## src/inc/sar_ctrl_defines.svh

```systemverilog
`ifndef SAR_CTRL_DEFINES_SVH
`define SAR_CTRL_DEFINES_SVH

// ----------------------------------------
// resolution and rates
// ----------------------------------------
`define SAR_RES_BITS 12
`define SAR_MAX_RATE_SPS 1_000_000
`define SAR_CLK_HZ 250_000_000
`define SAR_CLK_PERIOD_PS 4_000
`define SAR_CONV_CLK_MAX_HZ 16_000_000
// conversion clock is a divided tick; round the divider up so it never exceeds the limit
`define SAR_CONV_DIV ((`SAR_CLK_HZ + `SAR_CONV_CLK_MAX_HZ - 1) / `SAR_CONV_CLK_MAX_HZ)
`define SAR_TICKS_PER_SAMPLE 16
`define SAR_SAMPLE_TICKS (`SAR_TICKS_PER_SAMPLE - `SAR_RES_BITS - 1)

// ----------------------------------------
// settling wait after power-up or wake
// ----------------------------------------
`define SAR_SETTLE_NS 10_000
`define SAR_SETTLE_CYC ((`SAR_SETTLE_NS * 1000 + `SAR_CLK_PERIOD_PS - 1) / `SAR_CLK_PERIOD_PS)

// ----------------------------------------
// storage and reset values
// ----------------------------------------
`define SAR_BUF_DEPTH 2
`define SAR_CODE_RESET 12'h000
`define SAR_CODE_MSB 12'h800

`endif

```

## src/inc/sar_types_pkg.sv

```systemverilog
`include "sar_ctrl_defines.svh"

package sar_types_pkg;

    typedef enum logic [4:0] {
        ST_SETTLE = 5'b0_0001,
        ST_IDLE = 5'b0_0010,
        ST_SAMPLE = 5'b0_0100,
        ST_BITS = 5'b0_1000,
        ST_STORE = 5'b1_0000
    } ctrl_state_t;

    typedef struct packed {
        logic cont;
        logic [`SAR_RES_BITS-1:0] code;
    } result_t;

endpackage

```

## src/verilog/sar_adc_conversion_control.sv

```systemverilog
// Behaviour
// [RULE1] binary search, bits fixed MSB down to LSB
// [RULE2] twelve-bit results, up to one Msps
// [RULE3] conversion clock sixteen per sample, max 16 MHz
// [RULE4] start bit or frame-start begins conversion
// [RULE5] frame-start optional; continuous runs without it
// [RULE6] ten microsecond settling before first conversion
// [RULE7] completion sets status and done output
// [RULE8] done stays high until result read; done_status clears on any read without a push in the same cycle, even while a second result is still buffered
// [RULE9] done output usable for interrupt or DMA
// [RULE10] single bit: continuous or one per trigger
// [RULE11] continuous results drain by DMA via done
// [RULE12] frame-start may come from clock or logic
// [RULE13] start during busy conversion is ignored
`timescale 1ns/1ps

module sar_adc_conversion_control
    import sar_types_pkg::*;
#(
    parameter int RES_BITS = `SAR_RES_BITS,
    parameter int unsigned SETTLE_CYC = `SAR_SETTLE_CYC,
    parameter int unsigned CONV_DIV = `SAR_CONV_DIV,
    parameter int unsigned SAMPLE_TICKS = `SAR_SAMPLE_TICKS,
    parameter int BUF_DEPTH = `SAR_BUF_DEPTH
) (
    input wire logic clock,
    input wire logic rst_b,
    input wire logic ce,
    input wire logic start,
    input wire logic single_conv,
    input wire logic wake,
    input wire logic frame_start,
    input wire logic comp_in,
    output logic sample_hold,
    output logic [RES_BITS-1:0] dac_code,
    output logic busy,
    output logic done_status,
    output logic result_valid,
    input wire logic result_ready,
    output result_t result_word
);

    // ----------------------------------------
    // reset release and pin synchronisers
    // ----------------------------------------
    logic [1:0] rst_pipe_r;
    logic rst_sync_b;
    logic [1:0] pins_s;
    logic fs_s;
    logic comp_s;
    logic fs_prev_r;
    logic fs_rise;
    logic trig;

    always_ff @(posedge clock or negedge rst_b) begin
        if (!rst_b) begin
            rst_pipe_r <= 2'b00;
        end else begin
            rst_pipe_r <= {rst_pipe_r[0], 1'b1};
        end
    end
    assign rst_sync_b = rst_pipe_r[1];

    sar_pin_sync #(
        .WIDTH(2)
    ) u_pin_sync (
        .clock(clock),
        .rst_b(rst_sync_b),
        .ce(ce),
        .async_in({frame_start, comp_in}),
        .sync_out(pins_s)
    );
    assign fs_s = pins_s[1];
    assign comp_s = pins_s[0];

    // an unconnected frame-start pin simply never produces an edge
    always_ff @(posedge clock or negedge rst_sync_b) begin
        if (!rst_sync_b) begin
            fs_prev_r <= 1'b0;
        end else if (ce) begin
            fs_prev_r <= fs_s;
        end
    end
    assign fs_rise = fs_s && !fs_prev_r; // [RULE12]
    assign trig = ce && (start || fs_rise); // [RULE4] [RULE5]

    // ----------------------------------------
    // conversion clock tick
    // ----------------------------------------
    localparam int DW = 8;
    logic [DW-1:0] div_cnt_r;
    logic tick;

    // one tick per conversion clock, never above the 16 MHz limit
    always_ff @(posedge clock or negedge rst_sync_b) begin
        if (!rst_sync_b) begin
            div_cnt_r <= '0;
        end else if (ce) begin
            div_cnt_r <= (div_cnt_r == DW'(CONV_DIV - 1)) ? '0 : DW'(div_cnt_r + 1'b1); // [RULE3]
        end
    end
    assign tick = ce && (div_cnt_r == DW'(CONV_DIV - 1));

    // ----------------------------------------
    // control state
    // ----------------------------------------
    localparam int IW = $clog2(RES_BITS);
    ctrl_state_t state_r;
    logic [15:0] settle_cnt_r;
    logic settle_done;
    logic [3:0] phase_r;
    logic phase_last;
    logic [IW-1:0] bit_idx_r;
    logic [RES_BITS-1:0] code_r;
    logic pend_r;
    logic run_r;
    logic leave_idle;
    logic buf_in_valid;
    logic buf_in_ready;
    logic push;
    logic read;
    result_t buf_in;

    assign settle_done = (settle_cnt_r == 16'(SETTLE_CYC - 1));
    assign phase_last = (phase_r == 4'(SAMPLE_TICKS - 1));
    assign leave_idle = tick && (pend_r || run_r);
    assign buf_in_valid = (state_r == ST_STORE) && tick;
    assign push = buf_in_valid && buf_in_ready;

    always_ff @(posedge clock or negedge rst_sync_b) begin
        if (!rst_sync_b) begin
            state_r <= ST_SETTLE;
        end else if (ce) begin
            if (wake) begin
                state_r <= ST_SETTLE; // [RULE6]
            end else begin
                unique case (state_r)
                    ST_SETTLE: begin
                        if (settle_done) begin
                            state_r <= ST_IDLE; // [RULE6]
                        end
                    end
                    ST_IDLE: begin
                        if (leave_idle) begin
                            state_r <= ST_SAMPLE;
                        end
                    end
                    ST_SAMPLE: begin
                        if (tick && phase_last) begin
                            state_r <= ST_BITS;
                        end
                    end
                    ST_BITS: begin
                        if (tick && bit_idx_r == '0) begin
                            state_r <= ST_STORE;
                        end
                    end
                    ST_STORE: begin
                        // a full buffer holds the converter here
                        if (push) begin
                            state_r <= (run_r && !single_conv) ? ST_SAMPLE : ST_IDLE; // [RULE10] [RULE11]
                        end
                    end
                    default: begin
                        state_r <= ST_SETTLE;
                    end
                endcase
            end
        end
    end

    always_ff @(posedge clock or negedge rst_sync_b) begin
        if (!rst_sync_b) begin
            settle_cnt_r <= '0;
        end else if (ce) begin
            if (wake || state_r != ST_SETTLE) begin
                settle_cnt_r <= '0;
            end else if (!settle_done) begin
                settle_cnt_r <= 16'(settle_cnt_r + 1'b1); // [RULE6]
            end
        end
    end

    // triggers only count while idle; during settling or a conversion they drop
    always_ff @(posedge clock or negedge rst_sync_b) begin
        if (!rst_sync_b) begin
            pend_r <= 1'b0;
        end else if (ce) begin
            pend_r <= (state_r == ST_IDLE) && !wake && !leave_idle && (pend_r || trig); // [RULE13]
        end
    end

    always_ff @(posedge clock or negedge rst_sync_b) begin
        if (!rst_sync_b) begin
            run_r <= 1'b0;
        end else if (ce) begin
            if (wake || single_conv) begin
                run_r <= 1'b0; // [RULE10]
            end else if (state_r == ST_IDLE && trig) begin
                run_r <= 1'b1; // [RULE11]
            end
        end
    end

    always_ff @(posedge clock or negedge rst_sync_b) begin
        if (!rst_sync_b) begin
            phase_r <= '0;
        end else if (ce) begin
            if (state_r != ST_SAMPLE) begin
                phase_r <= '0;
            end else if (tick) begin
                phase_r <= 4'(phase_r + 1'b1);
            end
        end
    end

    // ----------------------------------------
    // successive approximation register
    // ----------------------------------------
    always_ff @(posedge clock or negedge rst_sync_b) begin
        if (!rst_sync_b) begin
            code_r <= `SAR_CODE_RESET;
            bit_idx_r <= '0;
        end else if (ce) begin
            if (state_r == ST_SAMPLE && tick && phase_last) begin
                code_r <= `SAR_CODE_MSB; // [RULE1]
                bit_idx_r <= IW'(RES_BITS - 1);
            end else if (state_r == ST_BITS && tick) begin
                // keep the trial bit if the input is at or above the dac
                code_r[bit_idx_r] <= comp_s; // [RULE1]
                if (bit_idx_r != '0) begin
                    code_r[bit_idx_r - 1'b1] <= 1'b1; // [RULE1]
                    bit_idx_r <= IW'(bit_idx_r - 1'b1);
                end
            end
        end
    end

    assign dac_code = code_r;
    assign sample_hold = (state_r == ST_SAMPLE);
    assign busy = (state_r == ST_SAMPLE) || (state_r == ST_BITS) || (state_r == ST_STORE);

    // ----------------------------------------
    // result buffer and done status
    // ----------------------------------------
    assign buf_in.cont = run_r;
    assign buf_in.code = code_r; // [RULE2]

    sar_result_buffer #(
        .WIDTH($bits(result_t)),
        .DEPTH(BUF_DEPTH)
    ) u_result_buffer (
        .clock(clock),
        .rst_b(rst_sync_b),
        .ce(ce),
        .in_valid(buf_in_valid),
        .in_ready(buf_in_ready),
        .in_data(buf_in),
        .out_valid(result_valid), // [RULE7] [RULE8] [RULE9]
        .out_ready(result_ready),
        .out_data(result_word)
    );
    assign read = ce && result_valid && result_ready;

    // set wins over a read in the same cycle
    always_ff @(posedge clock or negedge rst_sync_b) begin
        if (!rst_sync_b) begin
            done_status <= 1'b0;
        end else if (push) begin
            done_status <= 1'b1; // [RULE7]
        end else if (read) begin
            done_status <= 1'b0; // [RULE8]
        end
    end

    // ----------------------------------------
    // checks
    // ----------------------------------------
    logic [4:0] tick_cnt_r;

    always_ff @(posedge clock or negedge rst_sync_b) begin
        if (!rst_sync_b) begin
            tick_cnt_r <= '0;
        end else if (state_r != ST_SAMPLE && state_r != ST_BITS) begin
            tick_cnt_r <= '0;
        end else if (tick) begin
            tick_cnt_r <= 5'(tick_cnt_r + 1'b1);
        end
    end
endmodule

```

## src/verilog/sar_pin_sync.sv

```systemverilog
`timescale 1ns/1ps

module sar_pin_sync #(
    parameter int WIDTH = 1
) (
    input wire logic clock,
    input wire logic rst_b,
    input wire logic ce,
    input wire logic [WIDTH-1:0] async_in,
    output logic [WIDTH-1:0] sync_out
);

    logic [WIDTH-1:0] meta_r;

    // first stage is read only by the second
    always_ff @(posedge clock or negedge rst_b) begin
        if (!rst_b) begin
            meta_r <= '0;
            sync_out <= '0;
        end else if (ce) begin
            meta_r <= async_in;
            sync_out <= meta_r;
        end
    end

endmodule

```

## src/verilog/sar_result_buffer.sv

```systemverilog
`timescale 1ns/1ps

module sar_result_buffer #(
    parameter int WIDTH = 13,
    parameter int DEPTH = 2
) (
    input wire logic clock,
    input wire logic rst_b,
    input wire logic ce,
    input wire logic in_valid,
    output logic in_ready,
    input wire logic [WIDTH-1:0] in_data,
    output logic out_valid,
    input wire logic out_ready,
    output logic [WIDTH-1:0] out_data
);

    localparam int PW = (DEPTH > 1) ? $clog2(DEPTH) : 1;
    localparam int CW = $clog2(DEPTH + 1);

    logic [WIDTH-1:0] mem_r [DEPTH];
    logic [PW-1:0] wr_ptr_r;
    logic [PW-1:0] rd_ptr_r;
    logic [CW-1:0] count_r;
    logic wr_fire;
    logic rd_fire;

    assign in_ready = (count_r != CW'(DEPTH));
    assign out_valid = (count_r != '0);
    assign out_data = mem_r[rd_ptr_r];
    assign wr_fire = ce && in_valid && in_ready;
    assign rd_fire = ce && out_valid && out_ready;

    always_ff @(posedge clock) begin
        if (wr_fire) begin
            mem_r[wr_ptr_r] <= in_data;
        end
    end

    always_ff @(posedge clock or negedge rst_b) begin
        if (!rst_b) begin
            wr_ptr_r <= '0;
            rd_ptr_r <= '0;
        end else begin
            if (wr_fire) begin
                wr_ptr_r <= (wr_ptr_r == PW'(DEPTH - 1)) ? '0 : PW'(wr_ptr_r + 1'b1);
            end
            if (rd_fire) begin
                rd_ptr_r <= (rd_ptr_r == PW'(DEPTH - 1)) ? '0 : PW'(rd_ptr_r + 1'b1);
            end
        end
    end

    always_ff @(posedge clock or negedge rst_b) begin
        if (!rst_b) begin
            count_r <= '0;
        end else if (wr_fire && !rd_fire) begin
            count_r <= CW'(count_r + 1'b1);
        end else if (rd_fire && !wr_fire) begin
            count_r <= CW'(count_r - 1'b1);
        end
    end

endmodule
```

## config.mk

```make
export PLATFORM = sky130hd
export DESIGN_NAME = sar_adc_conversion_control
export DESIGN_NICKNAME = d
export VERILOG_FILES = /design/src/inc/sar_types_pkg.sv /design/src/verilog/sar_adc_conversion_control.sv /design/src/verilog/sar_pin_sync.sv /design/src/verilog/sar_result_buffer.sv
export VERILOG_INCLUDE_DIRS = /design/src /design/src/inc
export SDC_FILE = /design/constraint.sdc
export NUM_CORES = 1
export LEC_CHECK = 0
export ABC_AREA = 1
export BUFFER_PORTS_ARGS = -buffer_cell sky130_fd_sc_hd__clkbuf_2
export CAP_MARGIN = 40
export CORE_MARGIN = 4
export CORE_UTILIZATION = 60
export DETAILED_ROUTE_END_ITERATION = 6
export HOLD_SLACK_MARGIN = 0.08
export PLACE_DENSITY_LB_ADDON = 0.05
export SYNTH_ARGS = -nofsm -noshare
export SYNTH_HDL_FRONTEND = slang
export SYNTH_SLANG_ARGS = --single-unit
export TNS_END_PERCENT = 1
```

## constraint.sdc

```tcl
create_clock -name clock -period 2.4 [get_ports clock]
set_input_delay 0.12 -clock clock [delete_from_list [all_inputs] [get_ports clock]]
set_output_delay 0.12 -clock clock [all_outputs]
set_load 0.02 [all_outputs]
```

==> results of run 1 <==
## registers in the layout (all words and copies together) (netlist names), 2 cells and up
| register | cells |
|---|---|
| bit_idx_r | 4 |
| dac_code | 12 |
| div_cnt_r | 8 |
| phase_r | 4 |
| rst_pipe_r | 2 |
| settle_cnt_r | 16 |
| state_r | 5 |
| u_pin_sync.meta_r | 2 |
| u_pin_sync.sync_out | 2 |
| u_result_buffer.count_r | 2 |
| u_result_buffer.mem_r | 26 |
## where the power goes
group,total [mW],internal (mW),switching (mW)
registers,1.85,1.70,0.153
clock network,0.996,0.479,0.517
logic,0.983,0.328,0.655
total,3.83,2.50,1.33
## worst max-delay path, delay by kind of cell (launching register included)
| kind | cells | cell delay [ns] |
|---|---|---|
| AO/OA/AOI/OAI | 2 | 0.41 |
| adder cells (fa/ha/maj) | 1 | 0.24 |
| buffers and inverters | 2 | 0.34 |
| flip-flops | 1 | 0.39 |
| AND/OR/NAND/NOR | 5 | 0.42 |
## timing repair
action                                  in CTS  in global routing
endpoints found under the setup margin       0                  0
gates resized for setup                      0                  0
endpoints found under the hold margin        4                  0
hold buffers                                 3                  0
## area by class of cell
| class | count | area share (%) |
|---|---|---|
| Multi-Input combinational cell | 403 | 38.0 |
| Timing Repair Buffer | 47 | 5.43 |
| Clock inverter | 7 | 1.36 |
| Sequential cell | 89 | 45.7 |
| Clock buffer | 9 | 2.40 |
| Tap cell | 99 | 2.40 |
| Inverter | 65 | 4.72 |
## per-layer routing
layer | part of all wire (%) | global-route usage (%) | vias to the layer above
li1 | - | - | 1923
met1 | 44 | 28.9 | 1746
met2 | 50 | 40.2 | 114
met3 | 4.9 | 3.67 | 16
met4 | 1.4 | 7.23 | 0
met5 | 0 | 0 | -
## cells in the final DEF (no fill, tap or decap), types with 6 or more instances in the layout
| cell type | n |
|---|---|
| nor3_1 | 8 |
| o21ai_0 | 40 |
| xor2_1 | 11 |
| nand2_1 | 177 |
| buf_4 | 6 |
| edfxtp_1 | 26 |
| o21ai_1 | 12 |
| a21oi_1 | 9 |
| nor2_1 | 53 |
| dfrtp_1 | 61 |
| nand3_1 | 43 |
| ha_1 | 9 |
| clkbuf_2 | 37 |
| nand4_1 | 7 |
| inv_1 | 61 |
| clkbuf_8 | 9 |
## stage by stage
| stage | utilization (%) | hold WS (ns) | area [um2] | power, mW |
|---|---|---|---|---|
| final | 70.1 | 0.0838 | 5170 | 3.83 |
| after global routing | 70.1 | 0.0831 | 5170 | 4.08 |
| after CTS | 70.1 | 0.0867 | 5170 | 3.86 |
| after detailed placement | 67.1 | -0.0903 | 4940 | 2.86 |
| after global placement | 67.1 | -0.0956 | 4940 | 2.82 |
| after floorplan | - | -0.176 | 4640 | 2.57 |
## kinds of logic after synthesis
kind of cell | share of synthesized area (%)
other | 0.0809
adders and majority gates | 2.43
and+or+nand+nor | 28.4
DFF | 50.8
AOI/OAI and AO/OA | 8.85
xor gates and xnor gates | 2.64
buffers and inverters | 6.80
## worst max path at each step
stage	start	to	slack, ns	cells after the start
after floorplan	div_cnt_r[0]	u_result_buffer.mem_r[1][0]	0.48	5
after global placement	state_r[3]	u_result_buffer.count_r[1]	0.59	9
after detailed placement	settle_cnt_r[0]	settle_cnt_r[14]	0.52	10
after CTS	settle_cnt_r[0]	settle_cnt_r[14]	0.51	10
after global routing	settle_cnt_r[0]	settle_cnt_r[4]	0.31	10
final	settle_cnt_r[0]	settle_cnt_r[14]	0.53	10
==> results_dict.tcl, run 1 <==
set metrics [dict create \
    die_y_um 95.9 \
    ctsHtreeMaxLevel 3 \
    cp_common_cell "nand2_1" \
    root_buffer "clkbuf_8" \
    crit_fanout 14 \
    cts.sinks 89 \
    num_antenna_cells 0 \
    synth_edf_count 26 \
    ys.flop_type "dfrtp_1" \
    period_needed_ns 1.87 \
    regToRegSetupSlack_ns 0.53 \
    syn2layout_area_growth_pct 11.4 \
    setup_viol 0 \
    multi_input_area_um2 1960 \
    rsz0062_at_grt "no" \
    overflow 0 \
    syn_area_per_cell_um2 8.18 \
    ys_seq_area_share_pct 50.8 \
    powerDensity_nw_per_um2 741 \
    ir_drop_uv 469 \
    seqCellArea_um2 2360 \
    dp.cells 700 \
    start_util_pct 62.9 \
    drt_iter0_drc 241 \
    dieArea_um2 9200 \
    ant_nets 0 \
    first_pass_iters 5 \
    syn-num-nets 585 \
    cp_slowest_cell "dfrtp_1" \
    max_cap_violations 0 \
    min-delay-path-class "in2async" \
    worst_pin_slew_ns 0.524 \
    status "finished clean" \
    ys_ff_latch 89 \
    vias 3799 \
    finalMaxSlewViolations 0 \
    p_leak_nw 2.43 \
    worstPathArrival_ns 2.14 \
    fin_nets 633 \
    relSlewSlack_pct 64.8 \
    reg2reg_from "settle_cnt_r[0]" \
    num_rows 31 \
    cts_tree "done" \
    ys_types 38 \
    crit_required_ns 2.67 \
    yosys_warnings 0 \
    hold_viol_final 0 \
    synthCells 567 \
    cpPeakStageDelay_ns 0.39 \
    reg2reg_depth 10 \
    endpoint_kind "flop" \
    ios 38 \
    clk_latency_ns 0.35 \
    portBuffers 37 \
    dieWidth_um 95.9 \
    clk_pin_slew_ns 0.09 \
    synth_top_area_cell "dfrtp_1" \
    drive_gt1_share_pct 13.1 \
    start_kind "flop" \
    wirelength_um 9490 \
    syn_area_um2 4640 \
    drcViolationCount 0 \
    gp_congestion 0.953 \
    crit_type "reg2reg" \
    routedWlPerCell_um 13.2 \
    num-fill-cells 599 \
    avgViaCountPerCell 5.28 \
    skew_ns 0.00957 \
    cts_setup_buffers 0 \
    grt_pass1_wl_um 16600 \
    fmax_mhz 535 \
    async_flop_share_pct 70.8 \
    synthTopCellsByArea "dfrtp_1 33%, edfxtp_1 17%, nand2_1 14%, inv_1 4.9%, nand3_1 4.6%" \
    grt_pass1_vias 3708 \
    antenna_found_initial 0 \
    cts_buffers 9 \
    grt_max_degree 62 \
    fin_crit_sh_pct 77.9 \
    grt_usage_pct 22.9 \
    clk_path_buf_depth 2 \
    tns_ns 0 \
    synth_common_cells "177 x nand2_1, 62 x dfrtp_1, 61 x inv_1" \
    dp_slack_ns 0.523 \
    dpl.hpwl_um 6990 \
    synth_top_area_share_pct 33.5 \
    fin_ws_ns 0.530 \
    synth.most_common_cell "nand2_1" \
    cp_cell_sequence "ha_1 -> inv_1 -> nor2_1 -> nand2_1 -> nor2_1 -> nand2_1 -> o21ai_4 -> buf_4 -> nand2_1 -> o21ai_1" \
    fin_cells 719 \
    core_area_um2 7370 \
    crit-reg2reg-capture "settle_cnt_r[14]" \
]
No activity file was read; power rests on OpenSTA's default activity.
==> inputs of run 2 (changes only) <==
--- a/config.mk
+++ b/config.mk
@@ -10,7 +10,7 @@
 export BUFFER_PORTS_ARGS = -buffer_cell sky130_fd_sc_hd__clkbuf_2
 export CAP_MARGIN = 40
 export CORE_MARGIN = 4
-export CORE_UTILIZATION = 60
+export CORE_UTILIZATION = 54
 export DETAILED_ROUTE_END_ITERATION = 6
 export HOLD_SLACK_MARGIN = 0.08
 export PLACE_DENSITY_LB_ADDON = 0.05
==> constraint.sdc (replaced) <==
create_clock -name clock -period 1.7 [get_ports clock]
set_input_delay 0.085 -clock clock [delete_from_list [all_inputs] [get_ports clock]]
set_output_delay 0.085 -clock clock [all_outputs]
set_load 0.02 [all_outputs]
==> results_dict.tcl, run 2 (same netlist as run 1, synthesis figures left out) <==
set metrics [dict create \
    fin_crit_sh_pct 102 \
    grt_max_degree 35 \
    powerDensity_nw_per_um2 1040 \
    met3_usage_pct 2.91 \
    largest_register "u_result_buffer.mem_r" \
    ant_nets 0 \
    start_kind "flop" \
    critical_path_depth 9 \
    gp_congestion 0.932 \
    dpl.hpwl_um 7210 \
    ir_drop_uv 548 \
    cts.sinks 89 \
    min-delay-path-class "in2reg" \
    endpoint_kind "flop" \
    skew_ns 0.00952 \
    critPathTopFamily "simple AND/OR/NAND/NOR gates" \
    routedWlPerCell_um 13.4 \
    cts_buffers 9 \
    largest_register_ffs 26 \
    crit_type "reg2reg" \
    fin_ws_ns -0.0384 \
    syn2layout_area_growth_pct 20.0 \
    core_area_um2 8300 \
    cpPeakStageDelay_ns 0.37 \
    ios 38 \
    period_needed_ns 1.74 \
    drcViolationCount 0 \
    num-fill-cells 691 \
    reg2reg_depth 9 \
    busiest_layer "met2" \
    wirelength_um 10100 \
    setup_viol 26 \
    antenna_found_initial 0 \
    finalMaxSlewViolations 0 \
    grt_pass1_wl_um 16800 \
    status "finished, violations left" \
    fin_nets 663 \
    fin_cells 755 \
    vias 3884 \
    drt_iter0_drc 144 \
    grt.met1_usage_pct 27.0 \
    portBuffers 37 \
    dieArea_um2 10100 \
    cp_slowest_cell "dfrtp_1" \
    overflow 0 \
    violations "negative setup slack" \
    max_cap_violations 0 \
    avgViaCountPerCell 5.14 \
    ctsHtreeMaxLevel 3 \
    num_rows 33 \
    hold_viol_final 0 \
    final_cell_mix "174 x nand2_1, 61 x dfrtp_1, 57 x inv_1, 47 x nor2_1, 41 x nand3_1" \
    rsz0062_at_grt "yes" \
    fmax_mhz 575 \
    cts_tree "done" \
    num_antenna_cells 0 \
    final_common_cell "nand2_1" \
    drive_gt1_share_pct 20.0 \
    clk_latency_ns 0.35 \
    postLayoutCoreUtil_pct 67.1 \
    dp.cells 725 \
    crit_buf_inv 1 \
    first_pass_iters 5 \
    clk_path_buf_depth 2 \
    grt_pass1_vias 3662 \
    p_leak_nw 2.60 \
    root_buffer "clkbuf_8" \
    clk_pin_slew_ns 0.09 \
    hold-path-cell-count 5 \
    worstPathArrival_ns 1.97 \
    cp_cell_sequence "ha_2 -> nand4_1 -> nor2_4 -> nand2_2 -> inv_2 -> ha_4 -> a21oi_2 -> o21ai_1 -> xor2_1" \
    dp_slack_ns -0.0330 \
    dieWidth_um 101 \
    grt_usage_pct 20.5 \
    use_met2_pct 35.1 \
    crit_required_ns 1.93 \
    die_y_um 101 \
    start_util_pct 55.9 \
    crit_fanout 3 \
]
==> run 2: changes by cell type in the layout (fill, tap and decap cells not counted), sizes merged <==
cell         delta
clkinvlp        -2
buf            +28
bufinv          +1
clkinv          +1
dlygate4sd3     +2
==> run 2: path summary, 6_finish.rpt <==
| path | start | slack [ns] | end |
|---|---|---|---|
| max in group asynchronous | rst_b | 0.98 | rst_pipe_r[1] |
| hold reg to reg | rst_pipe_r[1] | 0.17 | u_result_buffer.rd_ptr_r |
| setup / recovery | div_cnt_r[0] | -0.04 | u_result_buffer.count_r[1] |
| setup reg to reg | div_cnt_r[0] | -0.04 | u_result_buffer.count_r[1] |
| hold / removal | start | 0.12 | pend_r |
| min in group asynchronous | rst_pipe_r[1] | 0.17 | u_result_buffer.rd_ptr_r |
==> run 2: per-layer routing <==
| layer | wire [um] | share of wire, % | vias up |
|---|---|---|---|
| li1 | - | - | 1991 |
| met1 | 4580 | 45 | 1801 |
| met2 | 5010 | 50 | 79 |
| met3 | 363 | 3.6 | 13 |
| met4 | 125 | 1.2 | 0 |
| met5 | 0 | 0 | - |
==> run 2: cell type report <==
type / count / area [um2] / area share (%)
sequential: 89 / 2360 / 42.4
inverter: 65 / 244 / 4.38
tap: 105 / 131 / 2.36
timing repair buffer: 77 / 556 / 9.98
clock inverter: 7 / 93.8 / 1.69
multi-input combinational: 403 / 2060 / 37.0
clock buffer: 9 / 124 / 2.22
==> run 2: power breakdown <==
part / internal (mW) / total [mW] / switching, mW
clock: 0.828 / 1.57 / 0.739
sequential: 2.39 / 2.56 / 0.167
combinational: 0.614 / 1.66 / 1.05
==> run 2: stage by stage <==
step	power, mW	TNS [ns]	hold slack (ns)	cell area (um2)
finish	5.79	-0.186	0.117	5570
global route	6.13	-3.92	0.156	5570
CTS	5.72	0	0.0835	5410
detailed placement	4.10	-0.0330	-0.127	5120
global placement	4.05	0	-0.129	5120
floorplan	3.63	-0.738	-0.211	4640
==> run 2: worst reg2reg max path: stages, from the launching register on <==
cell	delay (ns)
dfrtp_1	0.37
ha_2	0.19
nand4_1	0.19
nor2_4	0.21
nand2_2	0.08
inv_2	0.07
ha_4	0.20
a21oi_2	0.10
o21ai_1	0.09
xor2_1	0.15
==> run 2: repair_timing <==
action	in CTS	in global routing
hold buffers	5	0
setup endpoints to repair	2	63
buffers inserted	2	6
endpoints found under the hold margin	5	0
resized for setup	2	33
pin swaps	1	7
cloned	0	1
==> inputs of run 3 (changes only) <==
--- a/config.mk
+++ b/config.mk
@@ -10,7 +10,7 @@
 export BUFFER_PORTS_ARGS = -buffer_cell sky130_fd_sc_hd__clkbuf_2
 export CAP_MARGIN = 40
 export CORE_MARGIN = 4
-export CORE_UTILIZATION = 54
+export CORE_UTILIZATION = 40
 export DETAILED_ROUTE_END_ITERATION = 6
 export HOLD_SLACK_MARGIN = 0.08
 export PLACE_DENSITY_LB_ADDON = 0.05
==> results_dict.tcl, run 3 (same netlist as run 1, synthesis figures left out) <==
set metrics [dict create \
    finalMaxSlewViolations 0 \
    grt_pass1_vias 3617 \
    drcViolationCount 0 \
    crit_required_ns 1.93 \
    avgViaCountPerCell 4.83 \
    postLayoutCoreUtil_pct 51.3 \
    hold_viol_final 0 \
    num_antenna_cells 0 \
    final_cell_area_um2 5830 \
    final_cell_mix "167 x nand2_1, 61 x dfrtp_1, 57 x inv_1, 46 x nor2_1, 42 x nand3_1" \
    powerDensity_nw_per_um2 1050 \
    root_buffer "clkbuf_16" \
    num_rows 39 \
    crit_type "reg2reg" \
    dieWidth_um 116 \
    fin_crit_sh_pct 102 \
    antenna_found_initial 0 \
    period_needed_ns 1.73 \
    fin_cells 801 \
    endpoint_kind "flop" \
    postPlaceCellArea_um2 5230 \
    worstPathArrival_ns 1.96 \
    first_pass_iters 4 \
    violations "negative setup slack" \
    clk_latency_ns 0.34 \
    start_kind "flop" \
    rsz0062_at_grt "yes" \
    dpl.hpwl_um 7460 \
    vias 3865 \
    drt_iter0_drc 155 \
    dieArea_um2 13400 \
    dp.cells 769 \
    largest_register_ffs 26 \
    internal-power_mw 4.07 \
    syn2layout_area_growth_pct 25.7 \
    clk_path_buf_depth 2 \
    combPwrFrac_pct 27.6 \
    drive_gt1_share_pct 23.1 \
    fin_nets 671 \
    ir_drop_uv 733 \
    grt_max_degree 62 \
    routedWlPerCell_um 13.1 \
    wirelength_um 10500 \
    fmax_mhz 578 \
    gp_congestion 0.860 \
    p_seq_share_pct 41.9 \
    largest_register "u_result_buffer.mem_r" \
    final_common_cell "nand2_1" \
    die_y_um 116 \
    status "finished, violations left" \
    grt_usage_pct 16.0 \
    grt_pass1_wl_um 17200 \
    num-fill-cells 1088 \
    ctsHtreeMaxLevel 3 \
    ant_nets 0 \
    cts_tree "done" \
    ios 38 \
    cts_buffers 9 \
    switchingPower_mw 2.02 \
    overflow 0 \
    power.share.clock_pct 30.5 \
    p_leak_nw 2.71 \
    crit_fanout 7 \
    switching_share_pct 33.2 \
    skew_ns 0.00619 \
    fin_ws_ns -0.0289 \
    clk_pin_slew_ns 0.06 \
    max_cap_violations 0 \
    start_util_pct 40.8 \
    setup_viol 11 \
    min-delay-path-class "in2reg" \
    cts.sinks 89 \
    core_area_um2 11400 \
    portBuffers 37 \
    whs_ns 0.130 \
]
run 3: critical path, cell delays in order (launching register included):
cell	delay, ns
dfstp_2	0.57
inv_2	0.04
nor2_2	0.11
nand3_2	0.12
nor2_4	0.19
inv_4	0.06
o21ai_4	0.16
buf_12	0.15
clkbuf_16	0.15
o21ai_1	0.06
run 3: final cells by class:
cell class	count	area, um2	area share, %
Timing Repair Buffer	85	671	11.5
Inverter	65	253	4.34
Tap cell	143	179	3.07
Clock buffer	11	243	4.16
Multi-Input combinational cell	403	2090	35.8
Clock inverter	5	37.5	0.644
Sequential cell	89	2360	40.5
run 3: timing repair:
item,CTS,global route
endpoints found under the hold margin,5,0
hold buffers,5,0
pin swaps,3,13
resized for setup,1,44
setup buffers,1,7
setup endpoints to repair,5,67
cloned,0,3
run 3: final timing paths:
kind / cells past startpoint / start / endpoint / slack, ns
min in group asynchronous: 1 / rst_pipe_r[1] / u_result_buffer.rd_ptr_r / 0.27
max in group asynchronous: 3 / rst_b / rst_pipe_r[1] / 0.98
min: 5 / ce / div_cnt_r[2] / 0.13
min reg2reg: 1 / rst_pipe_r[1] / u_result_buffer.rd_ptr_r / 0.27
max reg2reg: 9 / state_r[0] / settle_cnt_r[13] / -0.03
max: 9 / state_r[0] / settle_cnt_r[13] / -0.03
run 3: per-stage QoR:
step / setup TNS, ns / worst slack [ns] / power [mW]
2_1_floorplan: -0.738 / -0.0769 / 3.63
3_3_place_gp: 0 / 0.00558 / 4.11
3_5_place_dp: -0.00491 / -0.00281 / 4.15
4_1_cts: -0.00543 / -0.00543 / 6.05
5_1_grt: -4.84 / -0.128 / 6.49
6_report: -0.174 / -0.0289 / 6.10
run 3: power by group through the flow:
stage / clock (mW) / combinational [mW] / sequential (mW)
6_report: 1.86 / 1.68 / 2.55
5_1_grt: 2.00 / 1.90 / 2.58
4_1_cts: 1.93 / 1.59 / 2.54
3_5_place_dp: 0 / 1.57 / 2.58
3_3_place_gp: 0 / 1.54 / 2.58
2_1_floorplan: 0 / 1.04 / 2.59
run 3: layer usage:
layer | up-vias | GRT usage [%] | wire (um)
met3 | 14 | 3.08 | 406
met2 | 66 | 26.6 | 5140
met1 | 1777 | 20.9 | 4780
met4 | 0 | 5.72 | 171
met5 | - | 0 | 0
li1 | 2008 | - | -
